### src/verilog/pmip_defines.svh
`ifndef PMIP_DEFINES_SVH
`define PMIP_DEFINES_SVH

// register indices, byte address is four times the index
`define PMIP_IDX_FEATURE  12'h400
`define PMIP_IDX_FRAME    12'h401
`define PMIP_IDX_FCCFG    12'h402
`define PMIP_IDX_POLICE   12'h403
`define PMIP_IDX_LIM0     12'h410
`define PMIP_IDX_LIM7     12'h417

// reset value and writable masks
`define PMIP_RESET_VAL    8'h00
`define PMIP_FEAT_WMASK   8'h0b
`define PMIP_FRAME_WMASK  8'hbf
`define PMIP_POLICE_WMASK 8'h7f
`define PMIP_FCCFG_WMASK  8'h03
`define PMIP_LIM_WMASK    8'h7f

// field positions
`define PMIP_FEAT_JUMBO   0
`define PMIP_FEAT_STORM   1
`define PMIP_FRAME_PASS   0
`define PMIP_FRAME_BP     3
`define PMIP_POL_PRE      0
`define PMIP_POL_IFG      1
`define PMIP_POL_CLS_LO   2
`define PMIP_POL_CLS_HI   3
`define PMIP_POL_RLFC     4
`define PMIP_POL_PKT      5
`define PMIP_POL_PORT     6
`define PMIP_FC_PAUSE     0
`define PMIP_FC_PERMIT    1
`define PMIP_FC_OVER      7

// frame lengths in bytes
`define PMIP_MIN_FRAME    14'd64
`define PMIP_OVERHEAD     14'd18
`define PMIP_STD_PAYLOAD  14'd1500
`define PMIP_JUMBO_PAYLD  14'd9000
`define PMIP_IFG_BYTES    14'd12
`define PMIP_PRE_BYTES    14'd8

// metering
`define PMIP_PKT_AMOUNT   24'd1
`define PMIP_UNIT_BYTES   24'd1250
`define PMIP_UNIT_PKTS    24'd2
`define PMIP_STORM_LIMIT  24'd100
`define PMIP_CLK_MHZ      100
`define PMIP_WINDOW_US    1000
`define PMIP_WIN_W        24

`endif

### src/verilog/pmip_pkg.sv
package pmip_pkg;
    typedef logic [7:0]  pmip_reg_t;
    typedef logic [23:0] pmip_amount_t;
    typedef enum logic [1:0]
    {
        PMIP_CLS_ALL   = 2'h0,
        PMIP_CLS_FLOOD = 2'h1,
        PMIP_CLS_MCAST = 2'h2,
        PMIP_CLS_BCAST = 2'h3
    } pmip_class_t;
endpackage

### src/verilog/pmip_port_ctrl.sv
// Summary of operation
// - storm protection bit drops excess broadcasts
// - jumbo bit raises payload limit to 9000
// - back pressure only in half duplex
// - full duplex uses separately enabled pause
// - bad frames dropped unless pass-all mirrors them
// - pass-all leaves flow control filtering alone
// - granularity bit: port or priority limiting
// - packet-count bit selects packets or bytes
// - rate overrun asserts flow control when enabled
// - overrun flow control needs port permission
// - class field selects counted frames
// - IFG bit adds 12 bytes per frame
// - preamble bit adds 8 bytes per frame
// - preamble ignored in packet-count mode
// - control bits reset to zero
// - priority limits apply on priority 7 write
// - port permission bit gates only overrun flow control
`timescale 1ns/100ps
`include "pmip_defines.svh"

module pmip_port_ctrl
#(
    parameter int WINDOW_CYCLES = `PMIP_WINDOW_US * `PMIP_CLK_MHZ
)
(
    // clock and reset
    input  wire logic        CLK_I,
    input  wire logic        RESET_N_I,
    // apb slave
    input  wire logic        PSEL_I,
    input  wire logic        PENABLE_I,
    input  wire logic        PWRITE_I,
    input  wire logic [15:0] PADDR_I,
    input  wire logic [31:0] PWDATA_I,
    output logic      [31:0] PRDATA_O,
    output logic             PREADY_O,
    output logic             PSLVERR_O,
    // link and switch status
    input  wire logic        FULL_DUPLEX_I,
    input  wire logic        CONGESTED_I,
    input  wire logic        FC_FRAME_FILTER_I,
    // received frame descriptor
    input  wire logic        FRM_END_I,
    input  wire logic [13:0] FRM_LEN_I,
    input  wire logic        FRM_CRC_ERR_I,
    input  wire logic        FRM_FC_I,
    input  wire logic        FRM_BCAST_I,
    input  wire logic        FRM_MCAST_I,
    input  wire logic        FRM_FLOOD_I,
    input  wire logic [2:0]  FRM_PRIO_I,
    // frame verdict and flow control
    output logic             FRM_FWD_O,
    output logic             FRM_DROP_O,
    output logic             FRM_MIRROR_ONLY_O,
    output logic             BACKPRESSURE_O,
    output logic             PAUSE_REQ_O
);

    ////////////////////////////////////////////////////////////////////////////////
    // reset and pin synchronisers

    logic [1:0] rst_sync_q;
    logic       rst_n, dup_meta_q, dup_q;

    assign rst_n = rst_sync_q[1];

    always_ff @(posedge CLK_I or negedge RESET_N_I)
    begin
        if (!RESET_N_I)
            rst_sync_q <= 2'h0;
        else
            rst_sync_q <= {rst_sync_q[0], 1'b1};
    end

    always_ff @(posedge CLK_I or negedge rst_n)
    begin
        if (!rst_n)
        begin
            dup_meta_q <= 1'b0;
            dup_q      <= 1'b0;
        end
        else
        begin
            dup_meta_q <= FULL_DUPLEX_I;
            dup_q      <= dup_meta_q;
        end
    end

    ////////////////////////////////////////////////////////////////////////////////
    // apb decode

    pmip_pkg::pmip_reg_t feat_q;
    pmip_pkg::pmip_reg_t frame_q;
    pmip_pkg::pmip_reg_t fccfg_q;
    pmip_pkg::pmip_reg_t police_q;
    pmip_pkg::pmip_reg_t lim_stage_q [8];
    pmip_pkg::pmip_reg_t lim_act_q   [8];
    logic [31:0]         prdata_q;
    logic [11:0]         idx;
    logic                aligned, hit_feat, hit_frame, hit_fccfg, hit_police, hit_lim;
    logic                hit_any, wr_en, rd_setup, wr_lim7, over_any;
    logic [2:0]          lim_sel;
    pmip_pkg::pmip_reg_t wdata, rdata;

    assign idx        = PADDR_I[13:2];
    assign aligned    = (PADDR_I[1:0] == 2'h0) && (PADDR_I[15:14] == 2'h0);
    assign hit_feat   = aligned && (idx == `PMIP_IDX_FEATURE);
    assign hit_frame  = aligned && (idx == `PMIP_IDX_FRAME);
    assign hit_fccfg  = aligned && (idx == `PMIP_IDX_FCCFG);
    assign hit_police = aligned && (idx == `PMIP_IDX_POLICE);
    assign hit_lim    = aligned && (idx >= `PMIP_IDX_LIM0) && (idx <= `PMIP_IDX_LIM7);
    assign hit_any    = hit_feat || hit_frame || hit_fccfg || hit_police || hit_lim;
    assign lim_sel    = idx[2:0];
    assign wr_en      = PSEL_I && PENABLE_I && PWRITE_I && hit_any;
    assign rd_setup   = PSEL_I && !PENABLE_I && !PWRITE_I;
    assign wr_lim7    = wr_en && hit_lim && (lim_sel == 3'h7);
    assign wdata      = PWDATA_I[7:0];
    assign PREADY_O   = 1'b1;
    assign PSLVERR_O  = PSEL_I && PENABLE_I && !hit_any;
    assign PRDATA_O   = prdata_q;

    assign rdata = hit_feat   ? feat_q
                 : hit_frame  ? frame_q
                 : hit_fccfg  ? (fccfg_q | (8'(over_any) << `PMIP_FC_OVER))
                 : hit_police ? police_q
                 : hit_lim    ? lim_stage_q[lim_sel]
                 : 8'h00;

    ////////////////////////////////////////////////////////////////////////////////
    // control registers

    always_ff @(posedge CLK_I or negedge rst_n)
    begin
        if (!rst_n)
        begin
            feat_q   <= `PMIP_RESET_VAL;
            frame_q  <= `PMIP_RESET_VAL;
            fccfg_q  <= `PMIP_RESET_VAL;
            police_q <= `PMIP_RESET_VAL;
            prdata_q <= 32'h0;
        end
        else
        begin
            if (wr_en && hit_feat)
                feat_q <= wdata & `PMIP_FEAT_WMASK;
            if (wr_en && hit_frame)
                frame_q <= wdata & `PMIP_FRAME_WMASK;
            if (wr_en && hit_fccfg)
                fccfg_q <= wdata & `PMIP_FCCFG_WMASK;
            if (wr_en && hit_police)
                police_q <= wdata & `PMIP_POLICE_WMASK;
            if (rd_setup)
                prdata_q <= {24'h0, rdata};
        end
    end

    // staged limits, all applied together on the priority 7 write
    genvar g;
    generate
        for (g = 0; g < 8; g++)
        begin : g_lim
            always_ff @(posedge CLK_I or negedge rst_n)
            begin
                if (!rst_n)
                begin
                    lim_stage_q[g] <= `PMIP_RESET_VAL;
                    lim_act_q[g]   <= `PMIP_RESET_VAL;
                end
                else
                begin
                    if (wr_en && hit_lim && (lim_sel == 3'(g)))
                        lim_stage_q[g] <= wdata & `PMIP_LIM_WMASK;
                    if (wr_lim7)
                        lim_act_q[g] <= (g == 7) ? (wdata & `PMIP_LIM_WMASK)
                                                 : lim_stage_q[g];
                end
            end
        end
    endgenerate

    ////////////////////////////////////////////////////////////////////////////////
    // field views

    logic       jumbo, storm_en, pass_all, bp_en, pre_en, ifg_en;
    logic       rlfc_en, pkt_mode, port_based, pause_en, fc_permit;
    logic [1:0] cls;

    assign jumbo      = feat_q[`PMIP_FEAT_JUMBO];
    assign storm_en   = feat_q[`PMIP_FEAT_STORM];
    assign pass_all   = frame_q[`PMIP_FRAME_PASS];
    assign bp_en      = frame_q[`PMIP_FRAME_BP];
    assign pre_en     = police_q[`PMIP_POL_PRE];
    assign ifg_en     = police_q[`PMIP_POL_IFG];
    assign cls        = police_q[`PMIP_POL_CLS_HI:`PMIP_POL_CLS_LO];
    assign rlfc_en    = police_q[`PMIP_POL_RLFC];
    assign pkt_mode   = police_q[`PMIP_POL_PKT];
    assign port_based = police_q[`PMIP_POL_PORT];
    assign pause_en   = fccfg_q[`PMIP_FC_PAUSE];
    assign fc_permit  = fccfg_q[`PMIP_FC_PERMIT];

    ////////////////////////////////////////////////////////////////////////////////
    // frame checks and metering

    logic [31:0]            win_cnt_q;
    logic [13:0]            max_len, byte_cnt;
    logic [2:0]             meter_sel;
    logic [7:0]             over_vec;
    pmip_pkg::pmip_amount_t amount, unit;
    logic                   win_tick, too_long, too_short, bad, fc_drop, class_hit;
    logic                   count_hit, rate_over, storm_over, storm_drop, rate_drop;
    logic                   fc_rate, drop_now;

    assign win_tick  = (win_cnt_q == 32'(WINDOW_CYCLES - 1));
    assign max_len   = (jumbo ? `PMIP_JUMBO_PAYLD : `PMIP_STD_PAYLOAD)
                     + `PMIP_OVERHEAD;
    assign too_long  = FRM_LEN_I > max_len;
    assign too_short = FRM_LEN_I < `PMIP_MIN_FRAME;
    assign bad       = FRM_CRC_ERR_I || too_long || too_short;
    assign fc_drop   = FRM_FC_I && FC_FRAME_FILTER_I;

    assign class_hit = (cls == pmip_pkg::PMIP_CLS_ALL)
                    || (cls == pmip_pkg::PMIP_CLS_FLOOD
                        && (FRM_BCAST_I || FRM_MCAST_I || FRM_FLOOD_I))
                    || (cls == pmip_pkg::PMIP_CLS_MCAST && (FRM_BCAST_I || FRM_MCAST_I))
                    || (cls == pmip_pkg::PMIP_CLS_BCAST && FRM_BCAST_I);

    assign meter_sel = port_based ? 3'h0 : FRM_PRIO_I;
    assign byte_cnt  = FRM_LEN_I
                     + (ifg_en ? `PMIP_IFG_BYTES : 14'h0)
                     + (pre_en ? `PMIP_PRE_BYTES : 14'h0);
    assign amount    = pkt_mode ? `PMIP_PKT_AMOUNT : {10'h0, byte_cnt};
    assign unit      = pkt_mode ? `PMIP_UNIT_PKTS : `PMIP_UNIT_BYTES;
    assign count_hit = FRM_END_I && class_hit && !fc_drop && !(bad && !pass_all);
    assign rate_over = over_vec[meter_sel];
    assign over_any  = |over_vec;

    generate
        for (g = 0; g < 8; g++)
        begin : g_meter
            pmip_rate_meter u_meter
            (
                .clk_i      (CLK_I),
                .rst_n_i    (rst_n),
                .win_tick_i (win_tick),
                .hit_i      (count_hit && (meter_sel == 3'(g))),
                .amount_i   (amount),
                .limit_i    (24'(lim_act_q[g][6:0]) * unit),
                .over_o     (over_vec[g])
            );
        end
    endgenerate

    pmip_rate_meter u_storm
    (
        .clk_i      (CLK_I),
        .rst_n_i    (rst_n),
        .win_tick_i (win_tick),
        .hit_i      (FRM_END_I && FRM_BCAST_I && storm_en),
        .amount_i   (`PMIP_PKT_AMOUNT),
        .limit_i    (`PMIP_STORM_LIMIT),
        .over_o     (storm_over)
    );

    assign storm_drop = storm_en && FRM_BCAST_I && storm_over;
    assign rate_drop  = class_hit && rate_over && !rlfc_en;
    assign fc_rate    = rlfc_en && fc_permit && over_any;
    assign drop_now   = fc_drop || (bad && !pass_all) || storm_drop || rate_drop;

    ////////////////////////////////////////////////////////////////////////////////
    // verdict and flow control outputs

    always_ff @(posedge CLK_I or negedge rst_n)
    begin
        if (!rst_n)
        begin
            win_cnt_q         <= 32'h0;
            FRM_FWD_O         <= 1'b0;
            FRM_DROP_O        <= 1'b0;
            FRM_MIRROR_ONLY_O <= 1'b0;
            BACKPRESSURE_O    <= 1'b0;
            PAUSE_REQ_O       <= 1'b0;
        end
        else
        begin
            win_cnt_q         <= win_tick ? 32'h0 : win_cnt_q + 32'h1;
            FRM_FWD_O         <= FRM_END_I && !drop_now;
            FRM_DROP_O        <= FRM_END_I && drop_now;
            FRM_MIRROR_ONLY_O <= FRM_END_I && !drop_now && bad && pass_all;
            BACKPRESSURE_O    <= !dup_q && bp_en && (CONGESTED_I || fc_rate);
            PAUSE_REQ_O       <= dup_q && ((pause_en && CONGESTED_I) || fc_rate);
        end
    end
endmodule // pmip_port_ctrl

### src/verilog/pmip_rate_meter.sv
`timescale 1ns/100ps
`include "pmip_defines.svh"

module pmip_rate_meter
(
    // clock and reset
    input  wire logic                  clk_i,
    input  wire logic                  rst_n_i,
    // window and events
    input  wire logic                  win_tick_i,
    input  wire logic                  hit_i,
    input  wire pmip_pkg::pmip_amount_t amount_i,
    input  wire pmip_pkg::pmip_amount_t limit_i,
    // status
    output logic                       over_o
);

    pmip_pkg::pmip_amount_t acc_q;
    pmip_pkg::pmip_amount_t acc_d;
    logic [24:0]            sum_w;
    logic                   over_q;

    // saturating accumulate, cleared each window
    assign sum_w = {1'b0, acc_q} + {1'b0, amount_i};
    assign acc_d = win_tick_i ? '0
                 : (hit_i ? (sum_w[24] ? '1 : sum_w[23:0]) : acc_q);
    assign over_o = over_q;

    always_ff @(posedge clk_i or negedge rst_n_i)
    begin
        if (!rst_n_i)
        begin
            acc_q  <= '0;
            over_q <= 1'b0;
        end
        else
        begin
            acc_q  <= acc_d;
            over_q <= (limit_i != '0) && (acc_d >= limit_i);
        end
    end

endmodule // pmip_rate_meter
### config.mk
export PLATFORM = sky130hd
export DESIGN_NAME = pmip_port_ctrl
export DESIGN_NICKNAME = d
export VERILOG_FILES = /design/src/verilog/pmip_pkg.sv /design/src/verilog/pmip_port_ctrl.sv /design/src/verilog/pmip_rate_meter.sv
export VERILOG_INCLUDE_DIRS = /design/src /design/src/verilog
export SDC_FILE = /design/constraint.sdc
export NUM_CORES = 2
export LEC_CHECK = 0
export ABC_AREA = 0
export BUFFER_PORTS_ARGS = -buffer_cell sky130_fd_sc_hd__buf_2
export CORE_MARGIN = 2
export CORE_UTILIZATION = 41
export DETAILED_ROUTE_END_ITERATION = 16
export PLACE_DENSITY = 0.68
export SETUP_SLACK_MARGIN = 0.05
export SKIP_LAST_GASP = 1
export SYNTH_ARGS = -nofsm -noshare
export SYNTH_HDL_FRONTEND = slang
export SYNTH_SLANG_ARGS = --single-unit
### constraint.sdc
create_clock -name CLK_I -period 37.4 [get_ports CLK_I]
set_clock_uncertainty 0.2 [all_clocks]
set_input_delay 1.87 -clock CLK_I [delete_from_list [all_inputs] [get_ports CLK_I]]
set_output_delay 1.87 -clock CLK_I [all_outputs]
set_load 0.02 [all_outputs]
Yosys cells after proc, flatten, opt, wreduce, memory -nomap -nowiden
Cells that the tools add are included.
Storage, ports and cells
  bits in registers: 398
  input bits: 79
  output and inout bits: 39
  logic and storage cells: 256
Cells by class
  add/subtract/negate cells: 13
  multiply operators: 8
  order comparisons: 15
  equality and inequality tests: 22
  muxes and demuxes: 44
  bitwise gates (word level): 2
  reduce and logical (&&, ||, !) cells: 105
Operators by type and width (number)
  two-way mux 24 bit: 27
  adder 24 x 14 -> 25 bit: 8
  >= comparator 24 x 18 -> 1 bit: 8
  nonzero test 24 bit: 8
  multiplier 7 x 11 -> 18 bit: 8
  logical AND 1 bit: 66
  two-way mux 8 bit: 7
  == test 12 x 11 -> 1 bit, second input constant: 4
  adder 32 x 1 -> 32 bit, second input constant: 1
  == test 32 x 17 -> 1 bit, second input constant: 1
  two-way mux 32 bit: 1
  adder 14 x 4 -> 14 bit: 2
  two-way mux 14 bit: 2
  adder 24 x 1 -> 25 bit, second input constant: 1
  binary-select mux 8 bit (select 3 bit): 1
  == test 3 bit, second input constant: 8
  >= comparator 24 x 7 -> 1 bit, second input constant: 1
  logical OR 1 bit: 16
  adder 14 x 5 -> 14 bit, second input constant: 1
  > comparator 14 bit: 1
  < comparator 14 x 7 -> 1 bit, second input constant: 1
  == test 3 x 2 -> 1 bit, second input constant: 4
  >= comparator 12 x 11 -> 1 bit, second input constant: 1
  <= comparator 12 x 11 -> 1 bit, second input constant: 1
  other kinds (16): 30

Depth between registers and ports, before layout
  depth after elaboration: 14
  depth in mapped cells: 29
  depth with buffers taken out: 28

Modules after synthesis
From an unflattened synthesis, not the netlist that was laid out.
Second synthesis, totals
  cell total of the unflattened synthesis: 4655
  area total of the unflattened synthesis: 42321.8 µm²
By module, submodules not included
  pmip_port_ctrl: times used 1, cells an instance 1551, area an instance 16190.5 µm², seq. area each 4329.2 µm²
  pmip_rate_meter (g_meter[1].u_meter ...): times used 5, cells an instance 346, area an instance 2867.8 µm², seq. area each 625.6 µm²
  pmip_rate_meter (g_meter[6].u_meter ...): times used 3, cells an instance 343, area an instance 2982.9 µm², seq. area each 625.6 µm²
  pmip_rate_meter (g_meter[0].u_meter): times used 1, cells an instance 345, area an instance 2844.0 µm², seq. area each 625.6 µm²

Worst setup path after synthesis
OpenSTA, ideal clock, no wires.
  path type: in2reg
  start: input FRM_LEN_I[3]
  end: register g_meter[6].u_meter.over_q
  setup time: 0.127 ns
  arrival time: 8.130 ns
  required time: 37.073 ns
  slack: 28.943 ns
  stages: 28
  path buffers: 2
  cell sequence: fa_1 -> ha_1 -> inv_1 -> fa_1 -> nor2b_1 -> nand2_1 -> or2_2 -> a21oi_1 -> ha_1 -> a21o_1 -> a21o_1 -> a221o_1 -> a2111oi_2 -> or4_1 -> buf_2 -> and2_1 -> clkbuf_1 -> a21oi_1 -> ha_1 -> a21o_1 -> a21o_1 -> a21o_1 -> a21o_1 -> a21oi_1 -> o311a_1 -> o31ai_1 -> nor4_1 -> o2bb2a_1
On the way
  cells in the longest elaborated chain, start to end: 11
  elaborated cells between the ends (all ways): 17
  those cells by class: add/sub: 3; order compare: 3; mux: 4; reduce/logical: 7
RTL lines
  from (decl): RTL line pmip_port_ctrl.sv:45  | input wire logic [13:0] FRM_LEN_I,
  branches (longest 7 deep; another with adder 24 x 14 -> 25 bit)
  two-way mux 24 bit *: RTL line pmip_rate_meter.sv:26  | : (hit_i ? (sum_w[24] ? '1 : sum_w[23:0]) : acc_q);
  two-way mux 24 bit *: RTL line pmip_rate_meter.sv:25  | assign acc_d = win_tick_i ? '0
  net g_meter[6].u_meter.acc_d[9]: RTL line pmip_rate_meter.sv:19  | pmip_pkg::pmip_amount_t acc_d;
  >= comparator 24 x 18 -> 1 bit *: RTL line pmip_rate_meter.sv:39  | over_q <= (limit_i != '0) && (acc_d >= limit_i);
  logical AND 1 bit *: RTL line pmip_rate_meter.sv:39
  to (signal assigned): RTL line pmip_rate_meter.sv:39
  to (decl): RTL line pmip_rate_meter.sv:21  | logic over_q;
Mark *: on every way through the listed nets, which the timed path passes.
A chain may end at the register's enable or synchronous reset.

Worst setup path after layout
  start: input FRM_LEN_I[3]
  end: register g_meter[0].u_meter.over_q
On the way
  cells in the longest elaborated chain, start to end: 11
  elaborated cells between the ends (all ways): 17
  those cells by class: add/sub: 3; order compare: 3; mux: 4; reduce/logical: 7
RTL lines (RTL line)
  branches (longest 7 deep; another with adder 24 x 14 -> 25 bit)
  two-way mux 24 bit *: pmip_rate_meter.sv:26
  two-way mux 24 bit *: pmip_rate_meter.sv:25
  net g_meter[0].u_meter.acc_d[9]: pmip_rate_meter.sv:19
  >= comparator 24 x 18 -> 1 bit *: pmip_rate_meter.sv:39
  logical AND 1 bit *: pmip_rate_meter.sv:39
  to (signal assigned): pmip_rate_meter.sv:39
  to (decl): pmip_rate_meter.sv:21
Marked as above.

==> impl_metrics.csv <==
group,metric,value,unit
critical_path,worstPathRequired,37650,ps
critical_path,r2r_slack,29100,ps
yosys,synth_xor_area_share,4.521,%
grt,gr-total-overflow,0,
yosys,synth_edf_count,0,
worst_hold_path,hold_class,"reg -> async",
cts,cts_setup_buffers,0,
power_and_ir_drop,seqPwrFrac,32.6,%
cts,ctsHoldBuffers,0,
grt,grt_pass1_wl,150600,µm
floorplanning,die_h,301.2,µm
layout,areaGrowthSynthToFinish,8.835,%
power_and_ir_drop,switching_power,533.3,µW
flow_run,maxCapViolCount,0,
cts,cts_sinks,398,
cts,cts_tree,"built",
timing,finalCritPeriodShare,24.89,%
detailed_routing,num_vias,29550,
grt,track_usage,20.59,%
cts,path_clk_slew,70,ps
yosys,synth_compound_area_share,18.30,%
floorplanning,dieWidth,301.2,µm
detailed_routing,antenna_left,0,
yosys,synth_ff_type,"dfrtp_1",
floorplanning,core-area,0.08797,mm²
placement,io_buffers,68,
grt,grt_pass1_vias,28640,
critical_path,endpoint_kind,"flop",
timing,finalSetupViolations,0,
detailed_routing,viasPerCell,5.717,
detailed_routing,drt-pass1-iter-count,8,
timing,min_period,9310,ps
yosys,synthMuxAreaShare,5.419,%
yosys,synthAdderAreaFrac,23.29,%
yosys,syn_avg_cell_area,9.220,µm²
detailed_routing,wl_per_cell,18.16,µm
power_and_ir_drop,p_per_area,38.82,mW/mm²
power_and_ir_drop,p_leak,19.76,nW
floorplanning,start_util,41.18,%
timing,layout_setup_ws,28090,ps
critical_path,rr_startpoint,"police_q[0]$_DFFE_PN0P_",
cts,root_buffer,"clkbuf_16",
layout,nets,4676,
detailed_routing,drc,0,
timing,worst_pin_slew,1103,ps
floorplanning,rows,109,
layout,drive_above_1_share,10.20,%
power_and_ir_drop,finalPower,1.530,mW
outcome,status,"completed",
critical_path,critPathMaxFanout,19,
yosys,synth-simple-area-share,15.54,%
detailed_routing,totalWireLength,93830,µm
power_and_ir_drop,switching_share,34.84,%
cts,cts_buffer_depth,3,
placement,place_hpwl,70170,µm
cts,cts_resized,0,
power_and_ir_drop,comb_power_share,35.4,%
floorplanning,design.portCount,118,
placement,place_ws,27620,ps
power_and_ir_drop,power.clock.fraction,32.0,%
yosys,yosysWarnings,0,
yosys,async_reset_ff_share,100.0,%
placement,gp_congestion,0.8647,
yosys,syn_inst,3929,
critical_path,r2r_end,"g_meter[0].u_meter.over_o$_DFF_PN0_",
yosys,synth_seq_cells,398,
critical_path,rr_worst_depth,26,
timing,max_freq,0.1074,GHz
detailed_routing,drtIter0Drc,1808,
timing,hold_viol_final,0,
timing,timing.slew.headroom,25.43,%
cts,clk_latency,600,ps
grt,grt_max_degree,147,
yosys,seq_area_frac_synth,27.49,%
timing,whs,121.3,ps
critical_path,startpoint_type,"input pin",
floorplanning,die-area,0.09075,mm²
layout,nFillCells,8413,
yosys,ys_types,100,
yosys,synth_area,0.03622,mm²
timing,setup_tns,0,ps
yosys,synth_top_family_by_area,"adder cells",
critical_path,worstPathArrival,9560,ps
grt,antenna_found_initial,8,
timing,rsz0062_at_grt,"false",
critical_path,criticalPathCategory,"in -> reg",
power_and_ir_drop,p_int,997.2,µW
timing,slew_violations,0,
cts,cts-buffers-inserted,45,
power_and_ir_drop,ir_worst_vdd,0.04016,mV
cts,htree_levels,2,
-- placed cells by master (no fill, tap or decap), types with 55 or more instances in the layout --
master	n
xnor2_1	93
dfrtp_1	396
o21ai_0	159
nand3_1	92
nor2_1	277
a21o_1	91
a21oi_1	273
fa_1	74
a311oi_1	67
inv_1	350
and3_1	59
xor2_1	94
buf_2	68
nor2b_1	62
nand4_1	55
nand2_1	179
nor3_1	83
mux2_2	129
ha_1	556
nand2b_1	63
-- per-stage QoR --
stage | instance area [µm²] | std cells | utilization [%]
2_1_floorplan | 36310 | 3953 | -
4_1_cts | 39420 | 5166 | 44.81
6_report | 39430 | 5168 | 44.82
3_5_place_dp | 37800 | 5085 | 42.97
5_1_grt | 39420 | 5166 | 44.81
3_3_place_gp | 37800 | 5085 | 42.97
-- logic make-up (layout without fill, tap and decap cells) --
kind of cell	Yosys count	in the layout
AO/OA/AOI/OAI	985	985
XOR/XNOR	187	187
adder cells (fa/ha/maj)	630	630
buffers and inverters	486	534
flip-flops	398	398
multiplexers	160	160
other	2	28
AND/OR/NAND/NOR	1081	1081
-- cell usage after synthesis (15+ instances only) --
master,count,area share (%)
a211oi_1,41,0.85
a21boi_0,16,0.33
a21o_1,91,1.9
a21oi_1,276,3.8
a311oi_1,67,1.6
a31oi_1,48,0.83
and2_1,26,0.45
and3_1,59,1.0
and4_1,21,0.51
buf_2,28,0.39
buf_4,27,0.56
clkbuf_1,69,0.71
dfrtp_1,398,27
fa_1,74,4.1
ha_1,556,19
inv_1,350,3.6
mux2_2,129,4.0
mux2i_1,15,0.41
mux4_2,16,0.99
nand2_1,179,1.9
nand2b_1,63,1.1
nand3_1,93,1.3
nand4_1,55,0.95
nor2_1,280,2.9
nor2b_1,62,1.1
nor3_1,84,1.2
nor4_1,42,0.73
o211a_1,19,0.53
o211ai_1,23,0.48
o21a_1,48,0.99
o21ai_0,159,2.2
o21bai_1,18,0.37
o22ai_1,23,0.40
o311ai_0,15,0.36
o31ai_1,16,0.33
or2_2,32,0.55
or3_1,32,0.55
xnor2_1,93,2.2
xor2_1,94,2.3
-- critical path, stage by stage --
cell and delay [ps]:
buf_2 130, fa_1 540, ha_1 170, inv_1 60, fa_1 410, nor2b_1 310, nand4_1 160, xor2_1 170
nor2_2 590, buf_4 340, ha_1 310, a211oi_1 250, o211ai_1 150, and3_1 190, a31oi_1 610, or2_2 490
a31oi_1 240, ha_1 360, a21o_1 160, a21o_1 170, a21oi_1 160, o21ai_0 130, a2111oi_0 440, a21o_1 170
o311ai_0 270, nor4_1 580, a31oi_1 90
-- power groups by stage --
stage	Sequential, mW	Clock [mW]	Combinational [mW]
floorplan	0.506	0	0.422
global placement	0.504	0	0.521
detailed placement	0.505	0	0.531
CTS	0.498	0.500	0.537
global route	0.503	0.516	0.614
finish	0.498	0.490	0.542
-- worst max-delay path by stage --
| stage | slack [ps] | start | depth (start not counted) | endpoint |
|---|---|---|---|---|
| 2_1_floorplan | 25290 | rst_sync_q[1]$_DFF_PN0_ | 0 | BACKPRESSURE_O$_DFF_PN0_ |
| 3_3_place_gp | 27760 | FRM_LEN_I[3] | 30 | g_meter[2].u_meter.over_o$_DFF_PN0_ |
| 3_5_place_dp | 27620 | FRM_LEN_I[3] | 27 | g_meter[0].u_meter.over_o$_DFF_PN0_ |
| 4_1_cts | 28250 | FRM_LEN_I[3] | 27 | g_meter[0].u_meter.over_o$_DFF_PN0_ |
| 5_1_grt | 27810 | FRM_LEN_I[3] | 27 | g_meter[0].u_meter.over_o$_DFF_PN0_ |
| 6_report | 28090 | FRM_LEN_I[3] | 27 | g_meter[0].u_meter.over_o$_DFF_PN0_ |
-- state kept, by name, indices dropped and copies added, names as in the netlist, 2 cells and up --
name                    count
rst_sync_q                  2
g_meter.u_meter.acc_q     192
feat_q                      3
lim_stage_q                49
frame_q                     7
fccfg_q                     2
u_storm.acc_q              24
PRDATA_O                    8
g_meter.u_meter.over_o      8
win_cnt_q                  32
police_q                    7
lim_act_q                  56
-- metal layers --
metal  wire [µm]  GRT usage, %  vias up
met3        6516         4.632      147
li1            -             -    14460
met4        3204         7.095       10
met1       42110         27.24    14220
met2       41940         33.09      718
met5          61             0        -
-- final cells by class --
| class | count | area [µm²] | area share, % |
|---|---|---|---|
| clock inverters | 27 | 359.1 | 0.9108 |
| inverters | 351 | 1318 | 3.342 |
| repair buffers | 102 | 608.1 | 1.542 |
| flip-flops and latches | 398 | 9965 | 25.27 |
| multi-input cells | 3069 | 24450 | 62.02 |
| diodes | 2 | 5.005 | 0.01269 |
| well taps | 1165 | 1458 | 3.697 |
| clock buffers | 54 | 1262 | 3.202 |
Power figures use the tool's default switching activity.
